==> src/logic/urx_map.vh <==
`ifndef URX_MAP_VH
`define URX_MAP_VH
// register byte offsets on the avalon bus (own layout, see note)
`define URX_OFF_CTRL     8'h98
`define URX_OFF_BUF      8'h99
`define URX_OFF_PWR      8'h87
`define URX_OFF_OWNADDR  8'hA9
`define URX_OFF_ADDRMASK 8'hB9
// serial control bit positions
`define URX_CTL_MODE_HI  7
`define URX_CTL_MODE_LO  6
`define URX_CTL_MPEN     5
`define URX_CTL_RXEN     4
`define URX_CTL_TX9      3
`define URX_CTL_RX9      2
`define URX_CTL_DONE     0
// power control bit position
`define URX_PWR_FESEL    6
// reset values
`define URX_RST_BYTE     8'h00
// fifo depth and width
`define URX_FIFO_DEPTH   8
`define URX_FIFO_AW      3
`define URX_FIFO_W       10
`endif

==> src/logic/urx_fifo.v <==
`timescale 1ns/1ps
// small synchronous fifo holding received frames
module urx_fifo #(
  parameter WIDTH = 10,
  parameter DEPTH = 8,
  parameter AW    = 3
) (
  input  wire             sys_clk,   // system clock
  input  wire             rst_b,     // async reset, active low
  input  wire             in_valid,  // write request
  output wire             in_ready,  // space available
  input  wire [WIDTH-1:0] in_data,   // write word
  output wire             out_valid, // word available
  input  wire             out_ready, // consumer takes word
  output wire [WIDTH-1:0] out_data   // head word
);
  reg [WIDTH-1:0] mem_reg [0:DEPTH-1]; // storage
  reg [AW-1:0]    wp_reg;              // write pointer
  reg [AW-1:0]    rp_reg;              // read pointer
  reg [AW:0]      cnt_reg;             // fill count
  wire            push;                // accepted write
  wire            pop;                 // accepted read
  assign in_ready  = (cnt_reg != DEPTH);
  assign out_valid = (cnt_reg != 0);
  assign out_data  = mem_reg[rp_reg];
  assign push      = in_valid & in_ready;
  assign pop       = out_valid & out_ready;
  // storage write, no reset needed
  always @(posedge sys_clk) begin
    if (push) begin
      mem_reg[wp_reg] <= in_data;
    end
  end
  // pointers and count
  always @(posedge sys_clk or negedge rst_b) begin
    if (!rst_b) begin
      wp_reg  <= {AW{1'b0}};
      rp_reg  <= {AW{1'b0}};
      cnt_reg <= {(AW+1){1'b0}};
    end else begin
      if (push) begin
        wp_reg <= wp_reg + 1'b1;
      end
      if (pop) begin
        rp_reg <= rp_reg + 1'b1;
      end
      if (push & ~pop) begin
        cnt_reg <= cnt_reg + 1'b1;
      end else if (pop & ~push) begin
        cnt_reg <= cnt_reg - 1'b1;
      end
    end
  end
endmodule

==> src/logic/urx_qual.v <==
`timescale 1ns/1ps
`include "urx_map.vh"
module urx_qual (
  input  wire        sys_clk,          // 25 MHz system clock
  input  wire        rst_b,            // async reset, active low
  input  wire [7:0]  avs_address,      // avalon byte address
  input  wire        avs_read,         // avalon read
  input  wire        avs_write,        // avalon write
  input  wire [31:0] avs_writedata,    // avalon write data
  input  wire [3:0]  avs_byteenable,   // avalon byte enables
  output reg  [31:0] avs_readdata,     // avalon read data
  output wire        avs_waitrequest,  // avalon wait
  output reg         avs_response_err, // unmapped access marker
  input  wire        frame_valid,      // deframer has a frame
  output wire        frame_ready,      // fifo can take a frame
  input  wire [7:0]  frame_data,       // received data byte
  input  wire        frame_ninth,      // ninth bit (11-bit modes)
  input  wire        frame_stop,       // sampled stop bit level
  output wire [1:0]  uart_mode,        // current mode to deframer
  output wire        rx_enable,        // receive enable to deframer
  output wire        receive_done_flag // receive done, level
);
  reg  [7:0] own_slave_address_reg;  // own address
  reg  [7:0] slave_address_mask_reg; // address mask
  reg  [7:0] serial_control_reg;     // control, bit7 mode high
  reg  [7:0] power_control_reg;      // power control
  reg        framing_error_flag_reg; // sticky framing flag
  reg  [7:0] serial_buffer_reg;      // received byte
  reg        ack_reg;                // one-cycle bus answer
  wire       fifo_valid;             // frame at fifo head
  wire [9:0] fifo_data;              // head: stop, ninth, data
  wire [7:0] hd_data;                // head data byte
  wire       hd_ninth;               // head ninth bit
  wire       hd_stop;                // head stop bit
  wire       async_mode;             // modes 1..3
  wire       eleven_bit;             // modes 2, 3
  wire       mp_en;                  // multiproc active
  wire       marker;                 // address marker bit
  wire [7:0] given_addr;             // given address
  wire [7:0] bcast_addr;             // broadcast address
  wire       given_hit;              // given match
  wire       bcast_hit;              // broadcast match
  wire       qualify;                // frame may load
  wire       load;                   // load buffer now
  wire       frame_err;              // stop bit missing
  wire       take;                   // pop head frame
  wire       fesel;                  // framing flag view
  wire       wr;                     // bus write accepted
  wire       rd;                     // bus read accepted
  wire       ctl_wr;                 // control write, byte 0
  wire       done_clr;               // software clears done
  wire       done_set;               // hardware sets done

  urx_fifo #(
    .WIDTH(`URX_FIFO_W),
    .DEPTH(`URX_FIFO_DEPTH),
    .AW   (`URX_FIFO_AW)
  ) u_fifo (
    .sys_clk  (sys_clk),
    .rst_b    (rst_b),
    .in_valid (frame_valid),
    .in_ready (frame_ready),
    .in_data  ({frame_stop, frame_ninth, frame_data}),
    .out_valid(fifo_valid),
    .out_ready(take),
    .out_data (fifo_data)
  );

  assign hd_data  = fifo_data[7:0];
  assign hd_ninth = fifo_data[8];
  assign hd_stop  = fifo_data[9];

  // mode decode; mode high bit never altered by the flag view
  assign uart_mode  = {serial_control_reg[`URX_CTL_MODE_HI], serial_control_reg[`URX_CTL_MODE_LO]};
  assign rx_enable  = serial_control_reg[`URX_CTL_RXEN];
  assign async_mode = (uart_mode != 2'h0);
  assign eleven_bit = uart_mode[1];
  assign fesel      = power_control_reg[`URX_PWR_FESEL];
  // multiproc ignored in shift mode
  assign mp_en      = serial_control_reg[`URX_CTL_MPEN] & async_mode;
  // ninth bit marks address in 11-bit, stop bit in 10-bit
  assign marker     = eleven_bit ? hd_ninth : hd_stop;

  // address filter
  assign given_addr = own_slave_address_reg & slave_address_mask_reg;
  assign bcast_addr = own_slave_address_reg | slave_address_mask_reg;
  // positions where mask zero are ignored; reset gives all ignored
  assign given_hit  = ((hd_data & slave_address_mask_reg) == given_addr);
  // zero bits of broadcast are ignored
  assign bcast_hit  = ((hd_data & bcast_addr) == bcast_addr);
  // in 10-bit mode the stop bit must also be valid
  assign qualify    = ~mp_en | (marker & (given_hit | bcast_hit) & (eleven_bit | hd_stop));

  // a frame is consumed once done is clear, else it waits in the fifo
  assign take      = fifo_valid & ~serial_control_reg[`URX_CTL_DONE];
  assign load      = take & qualify;
  assign frame_err = take & async_mode & ~hd_stop;

  // avalon slave: single-cycle wait, answer on second cycle
  assign avs_waitrequest = (avs_read | avs_write) & ~ack_reg;
  assign wr      = avs_write & ack_reg;
  assign rd      = avs_read & ack_reg;
  assign ctl_wr  = wr & (avs_address == `URX_OFF_CTRL) & avs_byteenable[0];
  assign done_clr = ctl_wr & ~avs_writedata[`URX_CTL_DONE];
  assign done_set = load;
  assign receive_done_flag = serial_control_reg[`URX_CTL_DONE];

  // answer strobe, drops after one cycle
  always @(posedge sys_clk or negedge rst_b) begin
    if (!rst_b) begin
      ack_reg <= 1'b0;
    end else begin
      ack_reg <= (avs_read | avs_write) & ~ack_reg;
    end
  end

  // register writes and hardware updates
  always @(posedge sys_clk or negedge rst_b) begin
    if (!rst_b) begin
      own_slave_address_reg  <= `URX_RST_BYTE;
      slave_address_mask_reg <= `URX_RST_BYTE;
      serial_control_reg     <= `URX_RST_BYTE;
      power_control_reg      <= `URX_RST_BYTE;
      framing_error_flag_reg <= 1'b0;
      serial_buffer_reg      <= `URX_RST_BYTE;
    end else begin
      if (wr & avs_byteenable[0]) begin
        case (avs_address)
          `URX_OFF_OWNADDR: begin
            own_slave_address_reg <= avs_writedata[7:0];
          end
          `URX_OFF_ADDRMASK: begin
            slave_address_mask_reg <= avs_writedata[7:0];
          end
          `URX_OFF_PWR: begin
            power_control_reg <= avs_writedata[7:0];
          end
          default: begin
          end
        endcase
      end
      // control: bit7 goes to mode or framing flag view
      if (ctl_wr) begin
        serial_control_reg[6:1] <= avs_writedata[6:1];
        if (!fesel) begin
          serial_control_reg[`URX_CTL_MODE_HI] <= avs_writedata[7];
        end
      end
      // done flag: set wins over clear
      if (done_set) begin
        serial_control_reg[`URX_CTL_DONE] <= 1'b1;
      end else if (done_clr) begin
        serial_control_reg[`URX_CTL_DONE] <= 1'b0;
      end
      // load buffer and ninth bit (stop bit in 10-bit mode)
      if (load) begin
        serial_buffer_reg <= hd_data;
        serial_control_reg[`URX_CTL_RX9] <= eleven_bit ? hd_ninth : hd_stop;
      end
      // sticky framing flag, set wins over software clear
      if (frame_err) begin
        framing_error_flag_reg <= 1'b1;
      end else if (ctl_wr & fesel & ~avs_writedata[7]) begin
        framing_error_flag_reg <= 1'b0;
      end
    end
  end

  // read mux and unmapped marker, loaded in the wait cycle so the data
  // stand at the edge where waitrequest is seen low
  always @(posedge sys_clk or negedge rst_b) begin
    if (!rst_b) begin
      avs_readdata     <= 32'h00000000;
      avs_response_err <= 1'b0;
    end else begin
      avs_response_err <= 1'b0;
      if ((avs_read | avs_write) & ~ack_reg) begin
        avs_readdata <= 32'h00000000;
        case (avs_address)
          `URX_OFF_CTRL: begin
            avs_readdata[7:0] <= {(fesel ? framing_error_flag_reg : serial_control_reg[7]),
                                  serial_control_reg[6:0]};
          end
          `URX_OFF_BUF: begin
            avs_readdata[7:0] <= serial_buffer_reg;
          end
          `URX_OFF_PWR: begin
            avs_readdata[7:0] <= power_control_reg;
          end
          `URX_OFF_OWNADDR: begin
            avs_readdata[7:0] <= own_slave_address_reg;
          end
          `URX_OFF_ADDRMASK: begin
            avs_readdata[7:0] <= slave_address_mask_reg;
          end
          default: begin
            avs_response_err <= 1'b1; // unmapped reads zero
          end
        endcase
      end
    end
  end
endmodule

==> config.mk <==
export PLATFORM = sky130hd
export DESIGN_NAME = urx_qual
export DESIGN_NICKNAME = d
export VERILOG_FILES = /design/src/logic/urx_fifo.v /design/src/logic/urx_qual.v
export VERILOG_INCLUDE_DIRS = /design/src /design/src/logic
export SDC_FILE = /design/constraint.sdc
export NUM_CORES = 1
export LEC_CHECK = 0
export BUFFER_PORTS_ARGS = -buffer_cell sky130_fd_sc_hd__buf_2
export CORE_MARGIN = 8
export CORE_UTILIZATION = 51
export CTS_CLUSTER_DIAMETER = 200
export DETAILED_ROUTE_END_ITERATION = 12
export PLACE_DENSITY = 0.87
export SLEW_MARGIN = 5
export SYNTH_ARGS = -nofsm -noshare
export SYNTH_HDL_FRONTEND = slang
export SYNTH_SLANG_ARGS = --single-unit
==> constraint.sdc <==
create_clock -name sys_clk -period 2.82 [get_ports sys_clk]
set_input_delay 0.282 -clock sys_clk [delete_from_list [all_inputs] [get_ports sys_clk]]
set_output_delay 0.282 -clock sys_clk [all_outputs]
set_load 0.01 [all_outputs]
# Word level (Yosys, flattened, before mapping)
# Memory sizes are Yosys's and may differ from the RTL's.
# Cells that the tools add are included.
# classes
addsub	4
eq_ne	8
muxes	15
bitwise_logic	36
reduce_logical	11
# ops
operator	n
$eq A8 B8 Y1 const B	5
$pmux W8 S5	1
$and A8 B8 Y8	3
$and A1 B1 Y1	19
$eq A8 B8 Y1	2
$mux W1	11
$reduce_bool A2 Y1	5
$not A1 Y1	9
$mux W4	2
$or A8 B8 Y8	1
$reduce_and A2 Y1	4
$add A3 B1 Y3 const B	2
$reduce_or A5 Y1	1
$add A4 B1 Y4 const B	1
$ne A4 B4 Y1 const B	1
$or A1 B1 Y1	4
$reduce_bool A4 Y1	1
$sub A4 B1 Y4 const B	1
$mux W2	1
# word_totals
reg_bits	61
mem_bits_rw	80
out_inout_bits	39
wordCells	90
memories	1
# mem_list
name	words	width	rd	rd_clocked_by_memory_dff	write_ports	line_no	source
u_fifo.mem_reg	8	10	1	0	1	urx_fifo.v:17	reg [WIDTH-1:0] mem_reg [0:DEPTH-1];

# Longest topological paths before layout
# Gate-level depths: netlist (run 1).
# logic_depth
ltp_word	9
depth_mapped	12

# Cells and area by module
# From an unflattened synthesis (run 1), not the netlist that was laid out.
# unflattened
hier_cells	426
hier_area_um2	6473.7
# by_module_without_submodules
module	instances	cells_each	area_per_inst_um2	seq_area_each_um2
urx_fifo	1	177	3731.1	2652.5
urx_qual	1	249	2742.6	1276.2

# Least setup slack after synthesis (run 1)
# No wires, ideal clock.
# synth_path
path_kind	reg2reg
start	register u_fifo.rp_reg[0]
end	register serial_buffer_reg[0]
setup_time_ps	125
t_arrival_ps	2541
path_slack_ps	154
stages_incl_launch_ff	11
n_path_buf	2
path_cell_list	dfrtp_1 buf_6 mux4_2 mux2_2 xor2_1 and2_1 a221oi_1 a311o_1 and3_1 buf_6 mux2_4
# synth_between
elab_chain_cells	8
# synth_lines
element	line_no	source
start, declared	urx_fifo.v:19	reg [AW-1:0] rp_reg;
start signal, assigned	urx_fifo.v:38	rp_reg <= {AW{1'b0}};
start signal, assigned	urx_fifo.v:45	rp_reg <= rp_reg + 1'b1;
$mem_v2 Z8 W10 *	-	
$and A8 B8 Y8, on equally long branches	urx_qual.v:88, urx_qual.v:90	
$eq A8 B8 Y1, on equally long branches	urx_qual.v:88, urx_qual.v:90	
$or A1 B1 Y1	urx_qual.v:92	assign qualify = ~mp_en | (marker & (given_hit | bcast_hit) & (eleven_bit | hd_stop));
$and A1 B1 Y1 (2 in series)	urx_qual.v:92	
$or A1 B1 Y1	urx_qual.v:92	
$and A1 B1 Y1	urx_qual.v:96	assign load = take & qualify;
end signal, assigned	urx_qual.v:125	serial_buffer_reg <= `URX_RST_BYTE;
end signal, assigned	urx_qual.v:157	serial_buffer_reg <= hd_data;
end, declared	urx_qual.v:28	reg [7:0] serial_buffer_reg;
# Mark *: on every way between the ends. The rest lies on a longest branch, timed or not.
# A chain may end at the register's enable or synchronous reset.

# Final worst setup path (run 1)
# layout_path
start	register u_fifo.rp_reg[0]
end	register serial_buffer_reg[7]
# Same word-level chain as after synthesis.

==> run_results.csv, run 1 <==
group,metric,value,unit
logic_synthesis,yosys.area.top_type_share,37.5,%
sta,drv_slew,0,
grt,antenna_found_initial,1,
worst_hold_path,hold_path_class,"primary input to register",
clock_tree,clk_pin_slew,0.06,ns
sta,fin_crit,2.87,ns
floorplanning,fp-row-count,41,
logic_synthesis,yosys_warnings,0,
logic_synthesis,synth_top_flop_cell,"edfxtp_1",
clock_tree,cts_max_level,4,
clock_tree,clock_sinks,141,
logic_synthesis,syn_area_per_cell,14.5,sq um
power,power.density,823,nW/um^2
grt,grt_max_degree,26,
logic_synthesis,synthArstFlopShare,43.3,%
setup_path,cp.required,3.11,ns
setup_path,critPathMaxStageDelay,0.45,ns
finish,fillCellCount,911,
logic_synthesis,synth.distinct_cells,52,
grt,grt_pass1_wl,21800,um
floorplanning,initial_core_util,51.4,%
finish,final_area,7570,sq um
power,leakage,3.15,nW
setup_path,crit_type,"register to register",
logic_synthesis,synthTopCellsByArea,"edfxtp_1, dfrtp_1, mux2_2",
sta,fmax,349,MHz
grt,grt_pass1_vias,4279,
sta,setup_viol,8,
logic_synthesis,synth_edf_count,80,
detailed_routing,drc_errors,0,
logic_synthesis,synth_largest_area_cell,"edfxtp_1",
sta,worst_slack,-0.0494,ns
clock_tree,cts_tree,"done",
place,place.gp.congestion,0.838,
detailed_routing,vias,3969,
logic_synthesis,yosysMostFrequentCell,"edfxtp_1",
run,cap_viol_max_count,0,
sta,worstMarginPinSlew,0.692,ns
setup_path,path_max_fanout,12,
sta,slew_headroom,53.7,%
finish,area_growth,18.1,%
clock_tree,cts_buffer_depth,2,
detailed_routing,drt-total-wl,13900,um
run_status,violations,"setup timing",
floorplanning,die_area,16400,sq um
logic_synthesis,postSynthCellCount,442,
setup_path,critPathLaunchType,"register",
detailed_routing,first_iter_violations,332,
sta,hold_violations,0,
finish,largest_register_ff_count,80,
sta,whs,0.120,ns
power,peakVddDrop,673,uV
run_status,outcome,"finished with violations",
logic_synthesis,ys_seq_elements,141,
detailed_routing,wl_per_cell,19.6,um
logic_synthesis,synthTopCellsByCount,"edfxtp_1, dfrtp_1, mux2_2, nand2_1, buf_4",
setup_path,endpoint_kind,"register",
detailed_routing,firstDrtPassIters,4,
detailed_routing,via_per_inst,5.60,
place,dp_hpwl,9170,um
sta,skew,0.00581,ns
clock_tree,cts_buffers,17,
floorplanning,pin_count,98,
logic_synthesis,synth_area,6410,sq um
grt,grt-ovfl-total,0,
floorplanning,dieWidth,128,um
clock_tree,cts_root_buf,"clkbuf_16",
sta,fin_crit_sh,102,%
sta,rsz0062_at_grt,"yes",
grt,grt_use_total,17.5,%
setup_path,crit_slowest_cell,"dfrtp_2",
place,numPortBuffers,46,
finish,final_nets,591,
detailed_routing,ant_nets,0,
clock_tree,clk_latency,0.41,ns
floorplanning,die_y,128,um
setup_path,arrival,3.16,ns
place,dpl_cell_area,6860,sq um
logic_synthesis,ys_seq_area_share,61.3,%
floorplanning,coreArea,12500,sq um
finish,drive_above_1_share,35.2,%
finish,antenna_cells,0,
setup_path,crit_chain,"buf_12 -> mux2_4 -> o2bb2ai_1 -> a211oi_2 -> mux2i_1 -> a2111oi_2 -> a311o_1 -> and3_4 -> buf_12 -> mux2_4",
[layer usage]
metal / GRT usage [%] / wire (um) / vias up
li1: - / - / 1774
met1: 20.2 / 5680 / 1999
met2: 28.4 / 6750 / 167
met3: 6.20 / 1140 / 27
met4: 8.53 / 276 / 2
met5: 0 / 13 / -
[final timing paths]
| path | startpoint | end | slack (ns) | depth (start not counted) |
|---|---|---|---|---|
| hold reg to reg | avs_readdata[5] | avs_readdata[5] | 0.49 | 2 |
| setup reg to reg | u_fifo.rp_reg[0] | serial_buffer_reg[7] | -0.05 | 10 |
| hold / removal | avs_writedata[5] | serial_control_reg[5] | 0.12 | 3 |
| min in group asynchronous | rst_b | serial_control_reg[6] | 0.38 | 2 |
| max in group asynchronous | rst_b | u_fifo.rp_reg[0] | 1.74 | 3 |
| setup / recovery | u_fifo.rp_reg[0] | serial_buffer_reg[7] | -0.05 | 10 |
[kinds of logic after synthesis]
group	count (synthesis)	share of synthesized area, %
flops	141	61.3
simple gates	93	6.87
mux	84	16.4
compound gates	59	7.16
buf+inv	45	5.19
xor+xnor	13	1.78
fa+ha+maj	6	1.29
other cells	1	0.0585
[per-stage QoR]
step	cells	setup WS, ns	util, %	TNS [ns]	total power, mW
after CTS	706	-0.0390	60.2	-0.236	6.20
after floorplan	465	0.154	-	0	3.58
after detailed placement	670	-0.102	55.0	-0.793	3.95
final	709	-0.0494	60.7	-0.311	6.23
after global routing	709	-0.150	60.7	-1.14	6.49
after global placement	670	-0.0801	55.0	-0.626	3.85
[where the power goes]
group          switching [mW]  leakage, nW  internal (mW)
Clock                   0.807        0.273           1.37
Sequential              0.156         1.52           2.47
Combinational           0.728         1.36          0.693
[what timing repair did]
item / CTS / global route
gates cloned: 0 / 0
setup buffers: 5 / 3
hold buffers: 1 / 0
setup endpoints to repair: 9 / 10
endpoints found under the hold margin: 23 / 0
resized for setup: 4 / 8
pin swaps: 4 / 7
[critical path: cells and delay by family, from the launching register on]
family,cells,cell delay (ns)
muxes,3,0.67
and+or+nand+nor,1,0.20
buffers and inverters,2,0.31
AOI/OAI and AO/OA,4,1.11
DFF,1,0.45
[cell type report]
cell class	instances	area, sq um	share of cell area (%)
repair buffers	82	541	7.14
clock buffers	18	429	5.67
flip-flops and latches	141	3930	51.9
multi-input cells	279	2290	30.2
clock inverters	12	148	1.95
well taps	172	215	2.84
inverters	5	18.8	0.248
[layout by cell type (no fill, tap or decap), types with 7 or more instances in the layout]
| cell | synthesis | layout |
|---|---|---|
| a22o_1 | 11 | 11 |
| buf_2 | 1 | 46 |
| buf_4 | 26 | 32 |
| clkbuf_16 | 0 | 17 |
| conb_1 | 1 | 24 |
| dfrtp_1 | 61 | 60 |
| edfxtp_1 | 80 | 80 |
| mux2_2 | 44 | 44 |
| mux2_4 | 9 | 10 |
| mux2i_1 | 17 | 17 |
| mux4_2 | 8 | 8 |
| nand2_1 | 37 | 36 |
| nand2b_1 | 10 | 9 |
| nor2_1 | 22 | 22 |
| o21ai_0 | 14 | 14 |
| xnor2_1 | 7 | 7 |
(Power assumes the default switching activity.)
==> inputs of run 2 (changes only) <==
- CORE_UTILIZATION: 51 -> 48
- PLACE_DENSITY: 0.87 -> 0.72
==> run 2 against run 1 <==
  * The run still ends with setup timing left
  * Power fell by 2.8%
  * Global-route usage fell by 1.7 points
  * Register-to-register slack got worse by 0.05 ns
  * Die area rose by 5.5%
  * Core utilization fell by 3.8 points
  * Critical endpoint is now serial_buffer_reg[2]
  * Largest power group unchanged
  * Highest routed layer unchanged
==> run_results.csv, run 2 (synthesized netlist as in run 1, its figures left out) <==
group,metric,value,unit
finish,final_area,7470,sq um
sta,hold_violations,0,
clock_tree,cts_max_level,4,
finish,largest_register_ff_count,80,
sta,fin_crit_sh,103,%
clock_tree,clk_latency,0.43,ns
place,placed_cells,672,
setup_path,cp.required,3.13,ns
sta,rsz0062_at_grt,"yes",
sta,setup_viol,8,
floorplanning,die_y,132,um
finish,antenna_cells,0,
clock_tree,cts_buffer_depth,2,
sta,fmax,343,MHz
detailed_routing,vias,3843,
place,dp_hpwl,8870,um
grt,antenna_found_initial,1,
finish,area_growth,16.6,%
run_status,outcome,"finished with violations",
detailed_routing,wl_per_cell,18.6,um
floorplanning,pin_count,98,
finish,final_nets,585,
detailed_routing,firstDrtPassIters,4,
worst_hold_path,hold_path_class,"primary input to register",
setup_path,crit_slowest_cell,"dfrtp_2",
setup_path,path_max_fanout,15,
sta,drv_slew,0,
place,place.gp.congestion,0.795,
sta,fin_crit,2.92,ns
clock_tree,clock_sinks,141,
finish,final_cell_mix,"edfxtp_1, dfrtp_1, buf_2, mux2_2, nand2_1",
power,peakVddDrop,594,uV
power,leakage,3.11,nW
clock_tree,cts_root_buf,"clkbuf_16",
sta,worst_slack,-0.0987,ns
floorplanning,coreArea,13100,sq um
detailed_routing,drc_errors,0,
setup_path,crit_family,"compound AO/OA/AOI/OAI gates",
clock_tree,cts_tree,"done",
detailed_routing,drt-total-wl,13200,um
grt,grt_max_degree,33,
finish,layoutNonFillerInstCount,709,
run_status,violations,"setup timing",
setup_path,endpoint_kind,"register",
setup_path,path_buf_inv,3,
floorplanning,initial_core_util,48.8,%
clock_tree,cts_buffers,17,
detailed_routing,via_per_inst,5.42,
setup_path,arrival,3.23,ns
setup_path,crit_type,"register to register",
grt,grt_use_total,15.8,%
floorplanning,fp-row-count,42,
finish,fillCellCount,1067,
finish,drive_above_1_share,33.4,%
floorplanning,dieWidth,132,um
finish,final_common_cell,"edfxtp_1",
power,power.density,810,nW/um^2
floorplanning,die_area,17300,sq um
clock_tree,clk_pin_slew,0.06,ns
run,cap_viol_max_count,0,
sta,slew_headroom,24.2,%
place,numPortBuffers,46,
setup_path,critPathLaunchType,"register",
finish,utilization,56.9,%
grt,grt_pass1_vias,3892,
setup_path,crit_chain,"buf_12 -> buf_4 -> mux2i_1 -> a221oi_2 -> mux2i_1 -> a2111oi_2 -> a311o_1 -> and3_4 -> buf_12 -> mux2_4",
sta,skew,0.00641,ns
detailed_routing,ant_nets,0,
setup_path,critPathMaxStageDelay,0.46,ns
grt,grt_pass1_wl,21000,um
detailed_routing,first_iter_violations,232,
grt,grt-ovfl-total,0,
place,dpl_worst_slack,-0.178,ns
place,dpl_cell_area,6860,sq um
sta,worstMarginPinSlew,1.13,ns
run 2: cell types whose count changed in the layout (fill, tap and decap cells not counted), sizes merged:
cell / change
bufinv: -2
inv: +3
buf: -6
clkinv: +1
run 2: through the flow:
step	power [mW]	hold WS [ns]	TNS [ns]
final	6.05	0.100	-0.732
after CTS	6.08	0.0839	-0.523
after detailed placement	3.96	0.354	-1.38
after floorplan	3.58	-0.0136	0
after global routing	6.31	0.114	-1.18
after global placement	3.90	0.340	-0.835
run 2: repair_timing:
| item | in CTS | in global routing |
|---|---|---|
| pin swaps | 4 | 5 |
| hold buffers | 1 | 0 |
| endpoints found under the setup margin | 9 | 8 |
| setup buffers | 1 | 3 |
| resized for setup | 7 | 0 |
| endpoints found under the hold margin | 29 | 0 |
run 2: report_power, final:
| part | total, mW | switching (mW) | internal [mW] |
|---|---|---|---|
| sequential | 2.62 | 0.141 | 2.48 |
| combinational | 1.37 | 0.691 | 0.678 |
| clock | 2.07 | 0.859 | 1.21 |
| total | 6.05 | 1.69 | 4.36 |
run 2: layer usage:
metal	track usage (%)	vias up	part of all wire [%]
met1	18.6	1912	43
met2	25.3	129	48
li1	-	1771	-
met4	8.23	2	2.7
met5	0	-	0.061
met3	5.41	29	6.4
run 2: cell type report:
| type | count | area, sq um | share of cell area (%) |
|---|---|---|---|
| Sequential cell | 141 | 3930 | 52.6 |
| Clock inverter | 14 | 119 | 1.59 |
| Clock buffer | 18 | 429 | 5.74 |
| Timing Repair Buffer | 76 | 499 | 6.68 |
| Tap cell | 176 | 220 | 2.95 |
| Inverter | 5 | 18.8 | 0.251 |
| Multi-Input combinational cell | 279 | 2260 | 30.2 |
run 2: final timing paths:
kind / end / cells after the start / slack (ns) / from
setup reg to reg: serial_buffer_reg[2] / 10 / -0.1 / u_fifo.rp_reg[0]
hold / removal: serial_control_reg[4] / 3 / 0.10 / avs_writedata[4]
max in group asynchronous: serial_buffer_reg[1] / 3 / 1.54 / rst_b
hold reg to reg: avs_readdata[3] / 2 / 0.47 / avs_readdata[3]
setup / recovery: serial_buffer_reg[2] / 10 / -0.1 / u_fifo.rp_reg[0]
min in group asynchronous: serial_control_reg[7] / 2 / 0.42 / rst_b
run 2: worst reg2reg max path, delay by kind of cell (launching register included):
family	cells	cell delay (ns)
flops	1	0.46
mux	3	0.60
simple gates	1	0.20
compound gates	3	1.07
buf+inv	3	0.47
==> inputs of run 3 (changes only) <==
- CORE_UTILIZATION: 48 -> 50
- PLACE_DENSITY: 0.72 -> 0.81
==> run 3 against run 2 <==
  * Sequential power barely moved
  * Via count rose by 2.6%
  * Combinational power barely moved
  * Critical path depth fell by 1
  * The flow still finishes with violations (setup timing)
  * Critical path type unchanged
  * Critical endpoint is now serial_buffer_reg[7]
  * Global-route usage rose by 1.4 points
  * Power rose by 4.8%
  * Clock skew barely moved
==> run_results.csv, run 3 (synthesized netlist as in run 1, its figures left out) <==
group,metric,value,unit
finish,area_growth,17.4,%
setup_path,crit_family,"compound AO/OA/AOI/OAI gates",
sta,fin_crit_sh,103,%
setup_path,r2r_slack,-0.09,ns
sta,setup_viol,8,
finish,largest_register_ff_count,80,
sta,fmax,344,MHz
setup_path,critPathMaxStageDelay,0.47,ns
clock_tree,cts_tree,"done",
detailed_routing,wl_per_cell,19.3,um
floorplanning,fp-row-count,41,
detailed_routing,drt-total-wl,13600,um
sta,skew,0.00671,ns
setup_path,path_max_fanout,10,
run,cap_viol_max_count,0,
detailed_routing,firstDrtPassIters,6,
power,switching_share,27.0,%
power,p_seq_share,41.4,%
clock_tree,cts_buffer_depth,2,
run_status,outcome,"finished with violations",
grt,antenna_found_initial,0,
setup_path,cp.required,3.12,ns
setup_path,crit_start,"u_fifo.rp_reg[0]",
finish,final_cell_mix,"edfxtp_1, dfrtp_1, buf_2, mux2_2, nand2_1",
power,clkPwrFrac,37.0,%
grt,grt_use_total,17.2,%
clock_tree,clk_latency,0.42,ns
setup_path,worstReg2RegStart,"u_fifo.rp_reg[0]",
setup_path,r2r_end,"serial_buffer_reg[7]",
finish,final_nets,582,
sta,rsz0062_at_grt,"yes",
power,leakage,3.14,nW
setup_path,arrival,3.21,ns
grt,grt_pass1_vias,4111,
place,place.gp.congestion,0.871,
place,numPortBuffers,46,
finish,layoutNonFillerInstCount,702,
power,p_total,6.34,mW
finish,final_common_cell,"edfxtp_1",
detailed_routing,via_per_inst,5.62,
detailed_routing,first_iter_violations,377,
grt,grt_max_degree,50,
setup_path,worstRegToRegCells,9,
floorplanning,pin_count,98,
sta,hold_violations,0,
power,internal-power,4.63,mW
setup_path,path_buf_inv,2,
setup_path,path_depth,9,
clock_tree,cts_buffers,17,
grt,grt-ovfl-total,0,
power,peakVddDrop,610,uV
sta,drv_slew,0,
power,power_switching,1.71,mW
setup_path,crit_type,"register to register",
sta,worstMarginPinSlew,1.08,ns
detailed_routing,vias,3944,
setup_path,cp-endpoint,"serial_buffer_reg[7]",
floorplanning,die_area,16700,sq um
sta,worst_slack,-0.0852,ns
clock_tree,clock_sinks,141,
power,power.density,842,nW/um^2
setup_path,crit_chain,"bufbuf_16 -> mux2i_1 -> a221oi_2 -> mux2i_1 -> a2111oi_2 -> a311o_1 -> and3_4 -> buf_12 -> mux2_4",
worst_hold_path,hold_path_class,"primary input to async pin",
floorplanning,dieWidth,129,um
sta,tns,-0.595,ns
sta,fin_crit,2.91,ns
place,dpl_cell_area,6820,sq um
finish,fillCellCount,925,
sta,slew_headroom,27.5,%
setup_path,endpoint_kind,"register",
power,power_frac_comb,21.6,%
place,placed_cells,665,
finish,final_area,7530,sq um
floorplanning,initial_core_util,51.0,%
detailed_routing,ant_nets,0,
setup_path,critPathLaunchType,"register",
run_status,violations,"setup timing",
grt,grt_pass1_wl,21700,um
clock_tree,clk_pin_slew,0.06,ns
setup_path,crit_top_cell,"mux2i_1",
place,dpl_worst_slack,-0.187,ns
floorplanning,coreArea,12600,sq um
clock_tree,cts_root_buf,"clkbuf_16",
detailed_routing,drc_errors,0,
finish,antenna_cells,0,
place,dp_hpwl,8690,um
floorplanning,die_y,129,um
clock_tree,cts_max_level,4,
setup_path,crit_slowest_cell,"a2111oi_2",
finish,drive_above_1_share,33.6,%
run 3: final cells by class:
type	count	area [sq um]	share of cell area, %
clock buffers	18	429	5.70
well taps	172	215	2.86
repair buffers	73	483	6.42
inverters	5	18.8	0.249
flip-flops and latches	141	3930	52.2
multi-input cells	279	2260	30.0
clock inverters	14	190	2.53
run 3: per-layer routing:
metal	routed length, um	part of all wire [%]	GRT usage (%)	up-vias
li1	-	-	-	1764
met1	5630	41	21.8	1972
met2	6420	47	27.1	181
met3	1260	9.3	5.26	27
met4	264	1.9	7.05	0
met5	0	0	0	-
run 3: worst min path at each step:
stage / endpoint / cells after the start / slack (ns) / startpoint
finish: avs_readdata[7] / 1 / 0.06 / rst_b
global route: serial_control_reg[4] / 3 / 0.11 / avs_writedata[4]
CTS: avs_readdata[7] / 1 / 0.08 / rst_b
detailed placement: avs_readdata[1] / 2 / 0.47 / avs_readdata[1]
global placement: avs_readdata[2] / 2 / 0.46 / avs_readdata[2]
floorplan: ack_reg / 0 / -0.01 / rst_b
run 3: through the flow:
stage / util, % / hold WS (ns)
after detailed placement: 54.2 / 0.466
final: 59.9 / 0.0585
after CTS: 59.8 / 0.0803
after global routing: 59.9 / 0.106
after global placement: 54.2 / 0.458
after floorplan: - / -0.0136
run 3: timing repair:
action | CTS | global route
pin swaps | 3 | 2
buffers inserted | 4 | 0
hold buffers | 0 | 0
resized for setup | 5 | 2
setup endpoints to repair | 8 | 9
cloned | 1 | 0
run 3: worst register-to-register path, stage by stage, from the launching register on:
cell       delay [ns]
dfrtp_2          0.45
bufbuf_16        0.30
mux2i_1          0.13
a221oi_2         0.36
mux2i_1          0.16
a2111oi_2        0.47
a311o_1          0.26
and3_4           0.20
buf_12           0.14
mux2_4           0.31
run 3: power by group through the flow:
stage	Combinational, mW	Sequential [mW]	Clock (mW)
global route	1.48	2.66	2.46
detailed placement	1.26	2.66	0
finish	1.37	2.63	2.34
floorplan	0.979	2.60	0
CTS	1.37	2.62	2.38
global placement	1.21	2.64	0
